### config.mk
export PLATFORM = sky130hd
export DESIGN_NAME = ebu_core
export DESIGN_NICKNAME = d
export VERILOG_FILES = /design/src/ebu_pkg.sv /design/src/ebu_regfile.sv /design/src/ebu_core.sv
export SDC_FILE = /design/constraint.sdc
export NUM_CORES = 1
export LEC_CHECK = 0
export ABC_AREA = 0
export CAP_MARGIN = 25
export CORE_ASPECT_RATIO = 0.9
export CORE_UTILIZATION = 45
export CTS_CLUSTER_DIAMETER = 80
export DETAILED_ROUTE_END_ITERATION = 12
export DONT_BUFFER_PORTS = 1
export MAX_ROUTING_LAYER = met4
export PLACE_DENSITY = 0.65
export SETUP_SLACK_MARGIN = 0.15
export SLEW_MARGIN = 20
export SYNTH_ARGS = -nofsm -noshare
export SYNTH_HDL_FRONTEND = slang
export SYNTH_SLANG_ARGS = --single-unit
### constraint.sdc
create_clock -name clk -period 2.9 [get_ports clk]
set_clock_uncertainty 0.2 [all_clocks]
set_input_delay 0 -clock clk [delete_from_list [all_inputs] [get_ports clk]]
set_output_delay 0 -clock clk [all_outputs]
set_load 0.05 [all_outputs]
### src/ebu_pkg.sv
// Constants and types for the external bus unit
package ebu_pkg;
    // ****************************************
    // Register map
    // ****************************************
    localparam logic [1:0] EBU_ADDR_CTRL_A = 2'h0;
    localparam logic [1:0] EBU_ADDR_CTRL_B = 2'h1;
    localparam logic [1:0] EBU_ADDR_STATUS = 2'h2;
    localparam logic [7:0] EBU_CTRL_A_RESET = 8'h00;
    localparam logic [7:0] EBU_CTRL_B_RESET = 8'h00;
    localparam logic [7:0] EBU_CTRL_B_MASK = 8'h87;
    // ****************************************
    // Field positions
    // ****************************************
    localparam int EBU_ENABLE_BIT = 7;
    localparam int EBU_SRL_LSB = 4;
    localparam int EBU_UWAIT_LSB = 2;
    localparam int EBU_LWAIT_LSB = 0;
    localparam int EBU_KEEPER_BIT = 7;
    localparam int EBU_HMASK_LSB = 0;
    // ****************************************
    // Address map
    // ****************************************
    localparam logic [15:0] EBU_EXT_BASE = 16'h2200;
    localparam logic [2:0] EBU_HI_START_BASE = 3'h2;
    // ****************************************
    // Wait codes
    // ****************************************
    localparam logic [1:0] EBU_WAIT_NONE = 2'h0;
    localparam logic [1:0] EBU_WAIT_TWO_PLUS = 2'h3;
    // ****************************************
    // Sequencer states
    // ****************************************
    typedef enum logic [2:0] {
        EBU_IDLE,
        EBU_ADDR,
        EBU_STROBE,
        EBU_WAIT,
        EBU_HOLD,
        EBU_TRAIL
    } ebu_state_t;
endpackage

### src/ebu_regfile.sv
// Small register store for the external bus unit control registers
`timescale 1ns/1ns
`default_nettype none
module ebu_regfile
    import ebu_pkg::*;
(
    input wire logic clk,
    input wire logic rst,
    input wire logic [1:0] wr_addr,
    input wire logic [7:0] wr_data,
    input wire logic wr_en,
    input wire logic [1:0] rd_addr,
    input wire logic [7:0] status_in,
    output logic [7:0] rd_data,
    output logic [7:0] ctrl_a,
    output logic [7:0] ctrl_b
);
    typedef struct packed {
        logic [7:0] ctrl_a;
        logic [7:0] ctrl_b;
        logic [7:0] rd_data;
    } ebu_rf_t;
    ebu_rf_t r;
    ebu_rf_t next_r;

    always_comb begin
        next_r = r;
        if (wr_en && wr_addr == EBU_ADDR_CTRL_A) begin
            next_r.ctrl_a = wr_data;
        end
        if (wr_en && wr_addr == EBU_ADDR_CTRL_B) begin
            next_r.ctrl_b = wr_data & EBU_CTRL_B_MASK;
        end
        unique case (rd_addr)
            EBU_ADDR_CTRL_A: next_r.rd_data = r.ctrl_a;
            EBU_ADDR_CTRL_B: next_r.rd_data = r.ctrl_b;
            EBU_ADDR_STATUS: next_r.rd_data = status_in;
            default: next_r.rd_data = 8'h00;
        endcase
    end

    always_ff @(posedge clk) begin
        if (rst) begin
            r <= '{EBU_CTRL_A_RESET, EBU_CTRL_B_RESET, 8'h00};
        end else begin
            r <= next_r;
        end
    end

    assign rd_data = r.rd_data;
    assign ctrl_a = r.ctrl_a;
    assign ctrl_b = r.ctrl_b;
endmodule
`default_nettype wire

### src/ebu_core.sv
// External bus unit: multiplexed external data-space bus sequencer
// Function
// - Shared low address/data lane, high address lines, latch, read, write strobes.
// - When enabled, bus pin directions come from the unit, not software.
// - Unit decides internal versus external per access and drives pins.
// - Low address valid on lane when latch strobe falls.
// - Latch strobe held low through the whole data phase.
// - Internal accesses may toggle address and latch, never read/write strobes.
// - Disabled unit returns pins to port control; no aliasing into internal SRAM.
// - Lane pull-ups enabled while lane is not driven and matching port output bits are one.
// - Keeper holds last driven lane value while lane is tri-stated.
// - Four wait settings, independent per lower and upper sector.
// - Trailing latch pulse only when next instruction accesses RAM.
// - Control bit 7 enables unit and switches pins to bus functions.
// - Sector limit in bits 6..4, reset zero; one sector uses upper wait.
// - Lower sector from 0x2200; codes 010..111 put upper start 0x4000..0xE000.
// - Bits 3..2 select upper sector wait states.
// - Wait code 0 none, 1 one, 2 two, 3 two plus one before address.
// - Bits 1..0 select lower sector wait states.
// - Keeper has its own enable, active even when unit disabled.
// - High address mask releases topmost high pins to port use.
//
// The implementer's own choices: strobed register access and the placing of the registers.
`timescale 1ns/1ns
`default_nettype none
module ebu_core
    import ebu_pkg::*;
(
    input wire logic clk,
    input wire logic rst,
    input wire logic [1:0] reg_addr,
    input wire logic [7:0] reg_wdata,
    input wire logic reg_wr,
    input wire logic reg_rd,
    output logic [7:0] reg_rdata,
    input wire logic acc_req,
    input wire logic acc_write,
    input wire logic [15:0] acc_addr,
    input wire logic [7:0] acc_wdata,
    input wire logic next_ram_access,
    output logic acc_external,
    output logic acc_done,
    output logic [7:0] acc_rdata,
    input wire logic [7:0] port_lane_out,
    input wire logic [7:0] port_lane_dir,
    input wire logic [7:0] port_high_out,
    input wire logic [7:0] port_high_dir,
    input wire logic [7:0] lane_in,
    output logic [7:0] lane_out,
    output logic [7:0] lane_oe,
    output logic [7:0] lane_pullup,
    output logic [7:0] lane_keeper,
    output logic [7:0] high_out,
    output logic [7:0] high_oe,
    output logic latch_strobe,
    output logic read_strobe_n,
    output logic write_strobe_n,
    output logic strobe_oe
);
    // ****************************************
    // Register file
    // ****************************************
    logic [7:0] ctrl_a;
    logic [7:0] ctrl_b;
    logic [7:0] status;
    logic ext_bus_enable;
    logic [2:0] sector_limit_sel;
    logic [1:0] upper_wait;
    logic [1:0] lower_wait;
    logic bus_keeper_enable;
    logic [2:0] high_addr_release_mask;
    logic [1:0] rd_index;

    // Empty slot outside read strobes
    assign rd_index = reg_rd ? reg_addr : 2'h3;

    ebu_regfile ebu_regfile_i (
        .clk(clk),
        .rst(rst),
        .wr_addr(reg_addr),
        .wr_data(reg_wdata),
        .wr_en(reg_wr),
        .rd_addr(rd_index),
        .status_in(status),
        .rd_data(reg_rdata),
        .ctrl_a(ctrl_a),
        .ctrl_b(ctrl_b)
    );

    // ****************************************
    // Field decode
    // ****************************************
    // enable bit decode
    assign ext_bus_enable = ctrl_a[EBU_ENABLE_BIT];
    assign sector_limit_sel = ctrl_a[EBU_SRL_LSB +: 3];
    assign upper_wait = ctrl_a[EBU_UWAIT_LSB +: 2];
    assign lower_wait = ctrl_a[EBU_LWAIT_LSB +: 2];
    assign bus_keeper_enable = ctrl_b[EBU_KEEPER_BIT];
    assign high_addr_release_mask = ctrl_b[EBU_HMASK_LSB +: 3];

    // ****************************************
    // Sequencer state
    // ****************************************
    typedef struct packed {
        ebu_state_t state;
        logic [1:0] wait_cnt;
        logic hold_extra;
        logic external;
        logic write;
        logic trail;
        logic [15:0] addr;
        logic [7:0] wdata;
        logic [7:0] rdata;
        logic [7:0] lane_last;
        logic done;
        logic ext_flag;
        logic [7:0] lane_out;
        logic [7:0] lane_oe;
        logic [7:0] lane_pullup;
        logic [7:0] lane_keeper;
        logic [7:0] high_out;
        logic [7:0] high_oe;
        logic latch;
        logic rd_n;
        logic wr_n;
        logic strobe_oe;
    } ebu_core_t;
    ebu_core_t r;
    ebu_core_t next_r;

    logic is_ext;
    logic upper_sel;
    logic [1:0] wait_code;
    logic [15:0] upper_start;
    logic [7:0] high_keep;
    logic drive_rw;
    logic [1:0] wait_load;
    logic wait_post;
    logic trail_pulse;
    logic addr_phase;

    // ****************************************
    // Address decode
    // ****************************************
    always_comb begin
        upper_start = {sector_limit_sel - EBU_HI_START_BASE + 3'h2, 13'h0000};
        is_ext = ext_bus_enable && (acc_addr >= EBU_EXT_BASE);
        upper_sel = (sector_limit_sel[2:1] == 2'b00) || (acc_addr >= upper_start);
        wait_code = upper_sel ? upper_wait : lower_wait;
    end

    // ****************************************
    // High address pin release
    // ****************************************
    // release topmost high pins, code 7 frees all
    for (genvar g = 0; g < 8; g++) begin : g_keep
        assign high_keep[g] = (high_addr_release_mask != 3'h7)
            && (g < 8 - int'(high_addr_release_mask));
    end

    // ****************************************
    // Wait-state decode
    // ****************************************
    // wait code to strobe cycles
    always_comb begin
        unique case (wait_code)
            EBU_WAIT_NONE: begin
                wait_load = 2'h0;
                wait_post = 1'b0;
            end
            EBU_WAIT_TWO_PLUS: begin
                wait_load = 2'h2;
                wait_post = 1'b1;
            end
            default: begin
                wait_load = wait_code;
                wait_post = 1'b0;
            end
        endcase
    end

    // ****************************************
    // Sequencer and pin drive
    // ****************************************
    always_comb begin
        next_r = r;
        next_r.done = 1'b0;
        drive_rw = 1'b0;
        unique case (r.state)
            EBU_IDLE: begin
                if (acc_req) begin
                    next_r.addr = acc_addr;
                    next_r.wdata = acc_wdata;
                    next_r.write = acc_write;
                    next_r.external = is_ext;
                    next_r.ext_flag = is_ext;
                    next_r.trail = next_ram_access;
                    next_r.wait_cnt = wait_load;
                    next_r.hold_extra = is_ext && wait_post;
                    next_r.state = EBU_ADDR;
                end
            end
            EBU_ADDR: next_r.state = EBU_STROBE;
            EBU_STROBE: begin
                next_r.state = (r.external && r.wait_cnt != 2'h0) ? EBU_WAIT : EBU_HOLD;
            end
            EBU_WAIT: begin
                next_r.wait_cnt = r.wait_cnt - 2'h1;
                if (r.wait_cnt == 2'h1) begin
                    next_r.state = EBU_HOLD;
                end
            end
            EBU_HOLD: begin
                if (!r.write) begin
                    next_r.rdata = r.external ? lane_in : 8'h00;
                end
                next_r.done = 1'b1;
                next_r.state = r.hold_extra ? EBU_TRAIL : EBU_IDLE;
                next_r.hold_extra = 1'b0;
            end
            EBU_TRAIL: next_r.state = EBU_IDLE;
            default: next_r.state = EBU_IDLE;
        endcase

        // trailing pulse only if next RAM access
        trail_pulse = next_r.state == EBU_IDLE && r.state != EBU_IDLE && r.trail;
        addr_phase = next_r.state == EBU_ADDR || trail_pulse;
        // unit owns pin direction when enabled
        if (ext_bus_enable) begin
            // address on lane while latch high
            next_r.lane_out = addr_phase ? next_r.addr[7:0] : r.wdata;
            next_r.lane_oe = (addr_phase
                || (r.write && (next_r.state == EBU_STROBE || next_r.state == EBU_WAIT
                || next_r.state == EBU_HOLD))) ? 8'hff : 8'h00;
            for (int i = 0; i < 8; i++) begin
                next_r.high_out[i] = high_keep[i] ? next_r.addr[8 + i] : port_high_out[i];
                next_r.high_oe[i] = high_keep[i] ? 1'b1 : port_high_dir[i];
            end
            next_r.latch = addr_phase;
            drive_rw = r.external && (next_r.state == EBU_STROBE
                || next_r.state == EBU_WAIT || next_r.state == EBU_HOLD);
            next_r.strobe_oe = 1'b1;
        end else begin
            next_r.lane_out = port_lane_out;
            next_r.lane_oe = port_lane_dir;
            next_r.high_out = port_high_out;
            next_r.high_oe = port_high_dir;
            next_r.latch = 1'b0;
            next_r.strobe_oe = 1'b0;
        end
        next_r.rd_n = !(drive_rw && !r.write);
        next_r.wr_n = !(drive_rw && r.write);

        next_r.lane_pullup = port_lane_out & ~next_r.lane_oe;
        if (|r.lane_oe) begin
            next_r.lane_last = r.lane_out;
        end
        next_r.lane_keeper = bus_keeper_enable ? next_r.lane_last : 8'h00;
    end

    // ****************************************
    // State register
    // ****************************************
    always_ff @(posedge clk) begin
        if (rst) begin
            r <= '0;
            r.state <= EBU_IDLE;
            r.rd_n <= 1'b1;
            r.wr_n <= 1'b1;
        end else begin
            r <= next_r;
        end
    end

    // ****************************************
    // Status and outputs
    // ****************************************
    assign status = {5'h00, r.ext_flag, r.state != EBU_IDLE, ext_bus_enable};
    assign acc_external = r.ext_flag;
    assign acc_done = r.done;
    assign acc_rdata = r.rdata;
    assign lane_out = r.lane_out;
    assign lane_oe = r.lane_oe;
    assign lane_pullup = r.lane_pullup;
    assign lane_keeper = r.lane_keeper;
    assign high_out = r.high_out;
    assign high_oe = r.high_oe;
    assign latch_strobe = r.latch;
    assign read_strobe_n = r.rd_n;
    assign write_strobe_n = r.wr_n;
    assign strobe_oe = r.strobe_oe;
endmodule
`default_nettype wire

After elaboration in Yosys (flattened, before gate mapping)
Cells that the tools add are included.
Widths: inputs -> output; s select.
{ "word_totals": {"regBits": 122, "elab_cells": 140, "inputBits": 81, "ram_bits": 0, "mem_count": 0, "latchBits": 0, "rom_bits": 0} }
{ "op_classes": {"n_mux": 38, "reduce_logical": 44, "n_bitwise": 5, "n_eq_ne": 15, "order_cmp": 10, "n_shift": 0, "multipliers": 0, "n_addsub": 4, "n_div": 0} }
{ "op_table": {"columns": ["op", "count"], "rows": [
  ["$mux 33", 1],
  ["$mux 8", 4],
  ["$mux 24", 1],
  ["$pmux 8 s3", 1],
  ["$lt 4x5->1 const A", 4],
  ["$mux 1", 20],
  ["$logic_and 1x1->1", 19],
  ["$mux 17", 1],
  ["$ge 16x14->1 const B", 1],
  ["$ge 16x16->1", 1],
  ["$mux 16", 1],
  ["$pmux 3 s5", 1],
  ["$eq 3x2->1 const B", 4],
  ["$lt 3x5->1 const A", 2],
  ["$mux 3", 3],
  ["$and 8x8->8", 1],
  ["$logic_not 2->1", 4],
  ["$not 8->8", 1],
  ["$pmux 2 s2", 2],
  ["$reduce_and 2->1", 4],
  ["$reduce_or 8->1", 1],
  ["$eq 2x1->1 const B", 3],
  ["$eq 3x1->1 const B", 2],
  ["$eq 3x3->1 const B", 2],
  ["other kinds (18)", 32]
]} }

Logic depth before layout (Yosys ltp)
Gate-level depths: netlist of run 1.
{ "depth": {"word_depth": 19, "depth_mapped": 8, "ltp_nobuf": 6} }

Cells and area by module
Synthesis of run 1 repeated with hierarchy kept, for this count alone.
{ "hier_totals": {"hier_cells": 580, "area_unflattened_um2": 5247.5} }
{ "by_module_without_submodules": {"columns": ["mod", "seq_area_each_um2", "area_each_um2", "cells_per_inst", "instances"], "rows": [
  ["ebu_core", 2042.0, 4377.9, 496, 1],
  ["ebu_regfile", 400.4, 869.6, 84, 1]
]} }

Worst setup path after synthesis of run 1
OpenSTA, ideal clock, no wires.
{ "synth_path": {"path_kind": "register to register", "startpoint": "register acc_external (netlist name)", "endpoint": "register r, in the netlist lane_pullup[7]", "t_arrival_ps": 1904, "required_ps": 2584, "synth_period_minus_slack_ps": 2220, "path_stages_with_launch": 7, "setup_slack_ps": 680, "path_buffers": 2, "path_cell_list": "dfxtp_1 or3b_1 buf_2 a41o_1 a21o_1 buf_6 a41o_1"} }
{ "synth_lines": {"columns": ["item", "line", "text"], "rows": [
  ["end signal: assignment", "ebu_core.sv:271", "r <= next_r;"],
  ["end: declaration", "ebu_core.sv:128", "ebu_core_t r;"]
]} }

Worst setup path in the final report of run 1
{ "layout_path": {"startpoint": "register ebu_regfile_i.r, in the netlist ebu_regfile_i.ctrl_a[7]", "endpoint": "register r, in the netlist acc_external"} }
{ "layout_between": {"elab_chain_len": 1} }
{ "layout_rtl": {"columns": ["item", "line", "text"], "rows": [
  ["start: declaration", "ebu_regfile.sv:23", "ebu_rf_t r;"],
  ["start signal: assignment", "ebu_regfile.sv:44", "r <= '{EBU_CTRL_A_RESET, EBU_CTRL_B_RESET, 8'h00};"],
  ["start signal: assignment", "ebu_regfile.sv:46", "r <= next_r;"],
  ["$logic_and 1x1->1", "ebu_core.sv:147", "is_ext = ext_bus_enable && (acc_addr >= EBU_EXT_BASE);"]
]} }
Every way passes these cells.
A chain may end at the register's enable or synchronous reset.

==> flow_metrics.tcl, run 1 <==
set metrics [dict create \
    status "completed" \
    leakage_nw 2.608 \
    cts_setup_buffers 0 \
    grt_pass1_wl_um 23030 \
    grt_max_degree 97 \
    numCtsBuffers 17 \
    worst_pin_slew_ns 0.6570 \
    p_sw_frac 0.2626 \
    setup_viol 0 \
    clkTransAtPathRegs_ns 0.05 \
    met3_usage 0.07872 \
    drive_above_1_share 0.1053 \
    viasPerCell 5.527 \
    placed_cell_area_mm2 0.005156 \
    port_buffers 0 \
    relSlewSlack 0.5564 \
    synth_top_cells_by_area "dfxtp_1 (44%), buf_4 (7.8%), mux2i_1 (6.9%)" \
    synth_edf_count 0 \
    synth_cells 602 \
    die_area_mm2 0.01268 \
    met1_usage 0.2940 \
    synthToLayoutAreaGrowth_pct 22.40 \
    cts_tree "built" \
    wl_per_cell_um 17.97 \
    end_kind "flop" \
    rsz0062_at_grt "no" \
    p_seq_frac 0.436 \
    io_pins 151 \
    pwr_density_cell_mw_per_mm2 662.7 \
    drt_iter0_markers 330 \
    fin_area_mm2 0.006740 \
    path_max_fanout 28 \
    std_cell_rows 37 \
    holdPathStages 3 \
    cts_root_buf "clkbuf_16" \
    met2_usage 0.3797 \
    syn_area_mm2 0.005507 \
    hold_path.class "primary input to flop" \
    r2r_cells 6 \
    finalNetCount 722 \
    tns_ns 0 \
    ys.flop_type "dfxtp_1" \
    cap_violations 0 \
    r2r_end "acc_external$_SDFFE_PP0P_" \
    postCtsHoldBufs 97 \
    place_congestion 0.8718 \
    final_common_cell "dfxtp_1" \
    vdd_drop_max_uv 420.2 \
    synthDistinctLibCells 57 \
    final_antenna_net_count 0 \
    initial_core_util 0.4720 \
    finalCriticalPeriod_ns 2.569 \
    cp.arrival_ns 2.73 \
    die_y_um 106.9 \
    cts_htree_levels 4 \
    clock_latency_ns 0.42 \
    cp_slowest_cell "dfxtp_1" \
    most-common-layout-cells "dfxtp_1 (122), dlygate4sd3_1 (96), nor2_1 (65), nand2_1 (50), a21oi_1 (47)" \
    crit-reg2reg-launch "ebu_regfile_i.ctrl_a[7]$_SDFFE_PP0P_" \
    hpwlAfterDp_um 9444 \
    route.detailed.drc 0 \
    crit_chain "buf_4, nand2_1, o21ai_0, nor2_1, nor3_1, dlygate4sd3_1" \
    dr_total_vias 4444 \
    grt_usage 0.2438 \
    antenna_found_initial 2 \
    hold_viol 0 \
    ys_seq_area_frac 0.4435 \
    core_mm2 0.01167 \
    startpoint_type "flop" \
    maxSlewViolCount 0 \
    fin_util 0.5778 \
    syn_nets 691 \
    rrSetupSlack_ns 0.33 \
    p_clk_frac 0.463 \
    min_to "high_oe[0]$_SDFF_PP0_" \
    avgSynthCellArea_um2 9.147 \
    grt_pass1_vias 4485 \
    synth_warnings 0 \
    cts_sinks 122 \
    p_switching_w 0.001173 \
    dp.cells 673 \
    async_flop_share 0 \
    die_x_um 118.6 \
    intPower_w 0.003294 \
    max_clock_freq_mhz 389.2 \
    ctsResizeCount 0 \
    top_usage_layer "met2" \
    routed_wl_um 14450 \
    synth_top_area_cell "dfxtp_1" \
    first_pass_iters 5 \
    hold_start "port_high_dir[0]" \
    cpPeakStageDelay_ns 0.68 \
    grt.overflow.total 0 \
    yosysTopAreaCellShare 0.4435 \
    crit_required_ns 3.06 \
    worstSetupPathType "flop to flop" \
    stdcell_count 804 \
    clock_path_buffers 2 \
    finalCritPeriodShare 0.8860 \
    p_comb_frac 0.101 \
    ys_ff_latch 122 \
]
## worst max-delay path by stage
stage | from | endpoint | slack (ns)
after global placement | r[98]$_SDFFE_PP0P_ | lane_pullup[7]$_SDFF_PP0_ | 0.68
after detailed placement | r[98]$_SDFFE_PP0P_ | lane_pullup[0]$_SDFF_PP0_ | 0.57
after CTS | r[102]$_SDFF_PP0_ | high_out[2]$_SDFF_PP0_ | 0.34
final | ebu_regfile_i.ctrl_a[7]$_SDFFE_PP0P_ | acc_external$_SDFFE_PP0P_ | 0.33
after floorplan | acc_external$_SDFFE_PP0P_ | lane_pullup[7]$_SDFF_PP0_ | 0.68
after global routing | ebu_regfile_i.ctrl_a[7]$_SDFFE_PP0P_ | acc_external$_SDFFE_PP0P_ | 0.17
## area by class of cell
type	instances	area, µm²
diodes	2	5.005
clock buffers	21	470.5
clock inverters	11	120.1
fillers	1002	4926
inverters	16	60.06
multi-input cells	372	2406
flip-flops and latches	122	2442
well taps	156	195.2
repair buffers	104	1041
## power by group through the flow
| stage | clock [W] | combinational, W | sequential [W] |
|---|---|---|---|
| final | 0.00207 | 0.000451 | 0.00195 |
| after global routing | 0.00219 | 0.000492 | 0.00195 |
| after CTS | 0.00212 | 0.000442 | 0.00194 |
| after detailed placement | 0 | 0.000292 | 0.00198 |
| after global placement | 0 | 0.000285 | 0.00198 |
| after floorplan | 0 | 0.000445 | 0.00183 |
## registers in the layout, summed over array words and instances, names as in the netlist, 4 cells and up
register	flops
ebu_regfile_i.rd_data	8
lane_out	8
ebu_regfile_i.ctrl_b	4
lane_pullup	8
acc_rdata	8
r	40
lane_keeper	8
ebu_regfile_i.ctrl_a	8
lane_oe	8
high_out	8
high_oe	8
## cells in the mapped netlist (all sizes together) (2+ instances only)
cell type,n
mux2i,38
ha,8
inv,16
nand4,4
nor4,5
nor3,6
o21a,4
a31oi,2
mux2,2
o21ai,13
dfxtp,122
and2,3
a211oi,11
and4,2
nor3b,2
nand2b,6
a41o,2
a211o,10
a41oi,2
o211ai,11
nor2,66
or3b,2
nor2b,4
and3,2
nor4b,5
o221ai,2
a21oi,47
buf,71
o311ai,3
nand3,34
nand3b,9
a21boi,2
a311oi,6
nand2,50
clkbuf,21
## kinds of logic after synthesis
logic type | Yosys count | share of synthesized area
mux | 40 | 0.07316
flops | 122 | 0.4435
simple gates | 205 | 0.1877
compound gates | 119 | 0.1579
buf+inv | 108 | 0.1195
fa+ha+maj | 8 | 0.01818
## per-stage QoR
stage | hold WS (ns) | power (W) | setup WS, ns
floorplan | -0.08257 | 0.002272 | 0.6796
global placement | -0.1219 | 0.002262 | 0.6764
detailed placement | -0.1188 | 0.002273 | 0.5731
CTS | 0.03198 | 0.004502 | 0.3402
global route | 0.06174 | 0.004634 | 0.1699
finish | 0.05895 | 0.004467 | 0.3305
## metal layers
metal | vias up | part of all wire
met4 | 0 | 0.021
met2 | 185 | 0.48
met5 | - | 0
li1 | 2134 | -
met1 | 2095 | 0.44
met3 | 30 | 0.065
## worst max-delay path, delay by kind of cell, from the launching register on
| family | cells | cell delay, ns |
|---|---|---|
| flops | 1 | 0.68 |
| buf+inv | 2 | 0.98 |
| simple gates | 3 | 0.28 |
| compound gates | 1 | 0.37 |
(Power assumes the default switching activity.)
==> run 2: changes to the inputs <==
--- a/config.mk
+++ b/config.mk
@@ -6,14 +6,14 @@
 export NUM_CORES = 1
 export LEC_CHECK = 0
 export ABC_AREA = 0
+export BUFFER_PORTS_ARGS = -buffer_cell sky130_fd_sc_hd__buf_2
 export CAP_MARGIN = 25
 export CORE_ASPECT_RATIO = 0.9
 export CORE_UTILIZATION = 45
 export CTS_CLUSTER_DIAMETER = 80
 export DETAILED_ROUTE_END_ITERATION = 12
-export DONT_BUFFER_PORTS = 1
 export MAX_ROUTING_LAYER = met4
-export PLACE_DENSITY = 0.65
+export PLACE_DENSITY = 0.75
 export SETUP_SLACK_MARGIN = 0.15
 export SLEW_MARGIN = 20
 export SYNTH_ARGS = -nofsm -noshare
==> run 2 against run 1 <==
Sequential cell count did not move. Sequential share of layout area fell by 4.1 points. Non-clock buffer count rose by 160. Global-route usage rose by 3.5 points. Die area did not move. Routed wire length rose by 17%. Via count rose by 21%. Largest cell class unchanged.
==> flow_metrics.tcl, run 2 (same netlist as run 1, synthesis figures left out) <==
set metrics [dict create \
    status "completed" \
    finalCritPeriodShare 0.9210 \
    most-common-layout-cells "buf_2 (149), dfxtp_1 (122), dlygate4sd3_1 (107), nor2_1 (65), nand2_1 (50)" \
    clkTransAtPathRegs_ns 0.06 \
    pwr_density_cell_mw_per_mm2 618.7 \
    grt_pass1_vias 5394 \
    hpwlAfterDp_um 10020 \
    max_clock_freq_mhz 374.4 \
    initial_core_util 0.4720 \
    dr_total_vias 5374 \
    std_cell_rows 37 \
    viasPerCell 5.580 \
    fin_area_mm2 0.007605 \
    route.detailed.drc 0 \
    die_area_mm2 0.01268 \
    wl_per_cell_um 17.56 \
    die_y_um 106.9 \
    final_common_cell "buf_2" \
    end_kind "flop" \
    cts_setup_buffers 0 \
    cap_violations 0 \
    finalNetCount 882 \
    maxSlewViolCount 0 \
    n_fill_cell 888 \
    crit_required_ns 3.01 \
    routed_wl_um 16910 \
    numCtsBuffers 17 \
    tns_ns 0 \
    finalCriticalPeriod_ns 2.671 \
    grt_max_degree 74 \
    io_pins 151 \
    grt_usage 0.2792 \
    core_mm2 0.01167 \
    cts_tree "built" \
    clock_path_buffers 2 \
    path_max_fanout 10 \
    cp.arrival_ns 2.78 \
    cts_root_buf "clkbuf_16" \
    grt.overflow.total 0 \
    place_congestion 0.8701 \
    drive_above_1_share 0.2705 \
    hold_viol 0 \
    worstSetupPathType "flop to flop" \
    leakage_nw 3.327 \
    synthToLayoutAreaGrowth_pct 38.10 \
    antenna_found_initial 1 \
    worst_pin_slew_ns 0.6452 \
    top_register "r" \
    die_x_um 118.6 \
    startpoint_type "flop" \
    setup_viol 0 \
    hold_path.class "primary input to flop" \
    vdd_drop_max_uv 440.8 \
    cts_htree_levels 4 \
    placed_cell_area_mm2 0.005909 \
    cts_sinks 122 \
    port_buffers 150 \
    relSlewSlack 0.5642 \
    clock_latency_ns 0.42 \
    rsz0062_at_grt "no" \
    first_pass_iters 7 \
    largest_register_ffs 40 \
    final_antenna_net_count 0 \
    drt_iter0_markers 458 \
    grt_pass1_wl_um 26630 \
]
==> run 2: cell types whose count changed in the layout (fill, tap and decap cells not counted), sizes merged <==
cell	previous run	this run
buf	8	157
bufinv	2	3
clkbuf	21	19
clkinv	6	3
clkinvlp	3	4
diode	2	1
dlygate4sd3	96	107
inv	16	19
==> run 2: path summary, 6_finish.rpt <==
kind / startpoint / to / slack [ns] / cells after the start
max reg2reg: ebu_regfile_i.ctrl_b[0]$_SDFFE_PP0P_ / high_out[0]$_SDFF_PP0_ / 0.23 / 7
max: ebu_regfile_i.ctrl_b[0]$_SDFFE_PP0P_ / high_out[0]$_SDFF_PP0_ / 0.23 / 7
min reg2reg: acc_rdata[3]$_SDFFE_PP0P_ / acc_rdata[3]$_SDFFE_PP0P_ / 0.25 / 2
min: port_high_dir[2] / high_oe[2]$_SDFF_PP0_ / 0.16 / 4
==> run 2: metrics by stage <==
step	std cells	utilization	hold slack (ns)	worst slack [ns]	total power [W]
after floorplan	602	-	-0.08257	0.6796	0.002272
after global placement	823	0.5065	0.01502	0.6732	0.002381
after detailed placement	823	0.5065	0.01785	0.5786	0.002396
after CTS	962	0.6513	0.1250	0.2542	0.004685
after global routing	963	0.6519	0.1773	0.1615	0.004856
final	963	0.6519	0.1575	0.2290	0.004705
==> run 2: per-layer routing <==
layer | track usage | up-vias | wire [µm]
met4 | 0.1908 | 0 | 1024
li1 | - | 2436 | -
met2 | 0.4373 | 349 | 7962
met3 | 0.07021 | 113 | 1314
met1 | 0.3164 | 2476 | 6613
met5 | - | - | 0
==> run 2: what timing repair did <==
item,CTS,global route
resized for setup,0,1
endpoints found under the setup margin,0,3
hold buffers,107,0
endpoints found under the hold margin,99,0
==> run 2: power breakdown <==
part | internal, W | switching, W
logic | 0.000276 | 0.000413
clock network | 0.00140 | 0.000804
registers | 0.00176 | 0.0000548
total | 0.00343 | 0.00127
==> run 2: cell type report <==
type | instances | area, µm² | area share
antenna | 1 | 2.502 | 0.0003291
sequential | 122 | 2442 | 0.3212
clock inverter | 13 | 165.2 | 0.02172
inverter | 16 | 60.06 | 0.007897
clock buffer | 19 | 452.9 | 0.05956
multi-input combinational | 372 | 2406 | 0.3164
timing repair buffer | 264 | 1881 | 0.2473
tap | 156 | 195.2 | 0.02567
==> run 2: worst max-delay path: stages, from the launching register on <==
cell           delay, ns
dfxtp_1             0.56
inv_1               0.13
ha_1                0.29
nand2b_1            0.20
a211o_1             0.33
a21oi_1             0.18
a311oi_1            0.06
dlygate4sd3_1       0.60
==> run 3: changes to the inputs <==
--- a/config.mk
+++ b/config.mk
@@ -9,11 +9,12 @@
 export BUFFER_PORTS_ARGS = -buffer_cell sky130_fd_sc_hd__buf_2
 export CAP_MARGIN = 25
 export CORE_ASPECT_RATIO = 0.9
+export CORE_MARGIN = 2
 export CORE_UTILIZATION = 45
 export CTS_CLUSTER_DIAMETER = 80
 export DETAILED_ROUTE_END_ITERATION = 12
 export MAX_ROUTING_LAYER = met4
-export PLACE_DENSITY = 0.75
+export PLACE_DENSITY = 0.74
 export SETUP_SLACK_MARGIN = 0.15
 export SLEW_MARGIN = 20
 export SYNTH_ARGS = -nofsm -noshare
==> run 3 against run 2 <==
Global-route usage decreased by 1.3 points. Routed wire length increased by 0.21%. Final cell count is 0.31% higher. Combinational power hardly changed. Non-clock buffer count stayed put. Via count fell by 1.5%. Design area decreased by 0.16%. Die area increased by 3.6%. Critical path depth down 2. Utilization shrank 1.8 points. Highest routed layer unchanged.
==> flow_metrics.tcl, run 3 (same netlist as run 1, synthesis figures left out) <==
set metrics [dict create \
    status "completed" \
    tns_ns 0 \
    n_fill_cell 968 \
    grt.overflow.total 0 \
    core_mm2 0.01198 \
    place_congestion 0.9550 \
    hold_path.class "primary input to flop" \
    cts_root_buf "clkbuf_16" \
    diodes 0 \
    most-common-layout-cells "buf_2 (149), dfxtp_1 (121), dlygate4sd3_1 (107), nor2_1 (65), nand2_1 (50)" \
    antenna_found_initial 0 \
    finalNetCount 883 \
    die_x_um 120.6 \
    die_y_um 108.9 \
    hpwlAfterDp_um 9996 \
    io_pins 151 \
    power_w 0.004646 \
    fin_util 0.6337 \
    final_common_cell "buf_2" \
    initial_core_util 0.4596 \
    path_max_fanout 8 \
    fin_area_mm2 0.007592 \
    relSlewSlack 0.5497 \
    max_clock_freq_mhz 378.9 \
    viasPerCell 5.477 \
    clkTransAtPathRegs_ns 0.06 \
    dr_total_vias 5291 \
    grt_pass1_vias 5249 \
    grt_usage 0.2661 \
    clock_path_buffers 2 \
    cap_violations 0 \
    holdPathStages 4 \
    crit-reg2reg-launch "ebu_regfile_i.ctrl_b[1]$_SDFFE_PP0P_" \
    end_kind "flop" \
    routed_wl_um 16950 \
    cts_sinks 122 \
    largest_register_ffs 40 \
    hold_viol 0 \
    finalCritPeriodShare 0.9100 \
    rsz0062_at_grt "no" \
    min_to "r[94]$_SDFFE_PP0P_" \
    r2r_cells 5 \
    top_register "r" \
    worst_pin_slew_ns 0.6667 \
    r2r_end "high_oe[1]$_SDFF_PP0_" \
    final_antenna_net_count 0 \
    crit_chain "ha_1, a21boi_1, o21ai_0, a21oi_1, dlygate4sd3_1" \
    std_cell_rows 38 \
    synthToLayoutAreaGrowth_pct 37.88 \
    placed_cell_area_mm2 0.005914 \
    finalCriticalPeriod_ns 2.639 \
    wl_per_cell_um 17.55 \
    drt_iter0_markers 393 \
    cp.arrival_ns 2.79 \
    port_buffers 150 \
    die_area_mm2 0.01314 \
    multi_input_area_mm2 0.002416 \
    rrSetupSlack_ns 0.26 \
    seq_area_mm2 0.002444 \
    crit_required_ns 3.05 \
    grt_max_degree 58 \
    drive_above_1_share 0.2680 \
    setup_viol 0 \
    first_pass_iters 6 \
    leakage_nw 3.348 \
    hold_start "next_ram_access" \
    cts_htree_levels 4 \
    cpPeakStageDelay_ns 0.59 \
    vdd_drop_max_uv 371.6 \
    pwr_density_cell_mw_per_mm2 611.9 \
    cts_tree "built" \
    grt_pass1_wl_um 26100 \
    numCtsBuffers 17 \
    cts_setup_buffers 0 \
    worstSetupPathType "flop to flop" \
    clock_latency_ns 0.42 \
    cp_slowest_cell "dlygate4sd3_1" \
    startpoint_type "flop" \
    maxSlewViolCount 0 \
    route.detailed.drc 0 \
]
==> run 3: worst max path at each step <==
stage,cells past startpoint,startpoint,endpoint,slack [ns]
final,5,ebu_regfile_i.ctrl_b[1]$_SDFFE_PP0P_,high_oe[1]$_SDFF_PP0_,0.26
after floorplan,6,acc_external$_SDFFE_PP0P_,lane_pullup[7]$_SDFF_PP0_,0.68
after global routing,8,ebu_regfile_i.ctrl_b[1]$_SDFFE_PP0P_,high_oe[4]$_SDFF_PP0_,0.17
after CTS,5,r[101]$_SDFF_PP0_,high_out[1]$_SDFF_PP0_,0.26
after global placement,6,r[98]$_SDFFE_PP0P_,lane_pullup[7]$_SDFF_PP0_,0.68
after detailed placement,6,r[98]$_SDFFE_PP0P_,lane_pullup[1]$_SDFF_PP0_,0.60
==> run 3: report_power, final <==
group | internal (W) | leakage [nW] | switching (W)
sequential | 0.00176 | 1.00 | 0.0000525
combinational | 0.000275 | 2.05 | 0.000414
clock | 0.00141 | 0.293 | 0.000741
total | 0.00344 | 3.35 | 0.00121
==> run 3: area by class of cell <==
cell class                 instances  area share
clock buffer                      23     0.06295
clock inverter                     8     0.01549
inverter                          16    0.007910
multi-input combinational        373      0.3182
sequential                       122      0.3219
tap                              160     0.02637
timing repair buffer             264      0.2472
==> run 3: timing repair <==
action,CTS,global route
hold endpoints to repair,106,0
resized for setup,0,1
hold buffers,107,0
setup endpoints to repair,0,3
==> run 3: metal layers <==
layer,vias to the layer above,GRT usage,share of wire
met1,2491,0.3021,0.40
met3,89,0.07479,0.061
met4,0,0.1595,0.052
li1,2439,-,-
met5,-,-,0
met2,272,0.4209,0.48
==> run 3: worst max-delay path: cells and delay by family, from the launching register on <==
family / cells / cell delay (ns)
flops: 1 / 0.40
buf+inv: 1 / 0.59
compound gates: 3 / 1.15
fa+ha+maj: 1 / 0.24
==> run 3: metrics by stage <==
stage               std cells  worst slack, ns  hold slack [ns]
finish                    966           0.2611           0.1869
global route              966           0.1736           0.2013
CTS                       965           0.2602           0.1671
detailed placement        827           0.5982          0.01121
global placement          827           0.6777          0.01202
floorplan                 602           0.6796         -0.08257
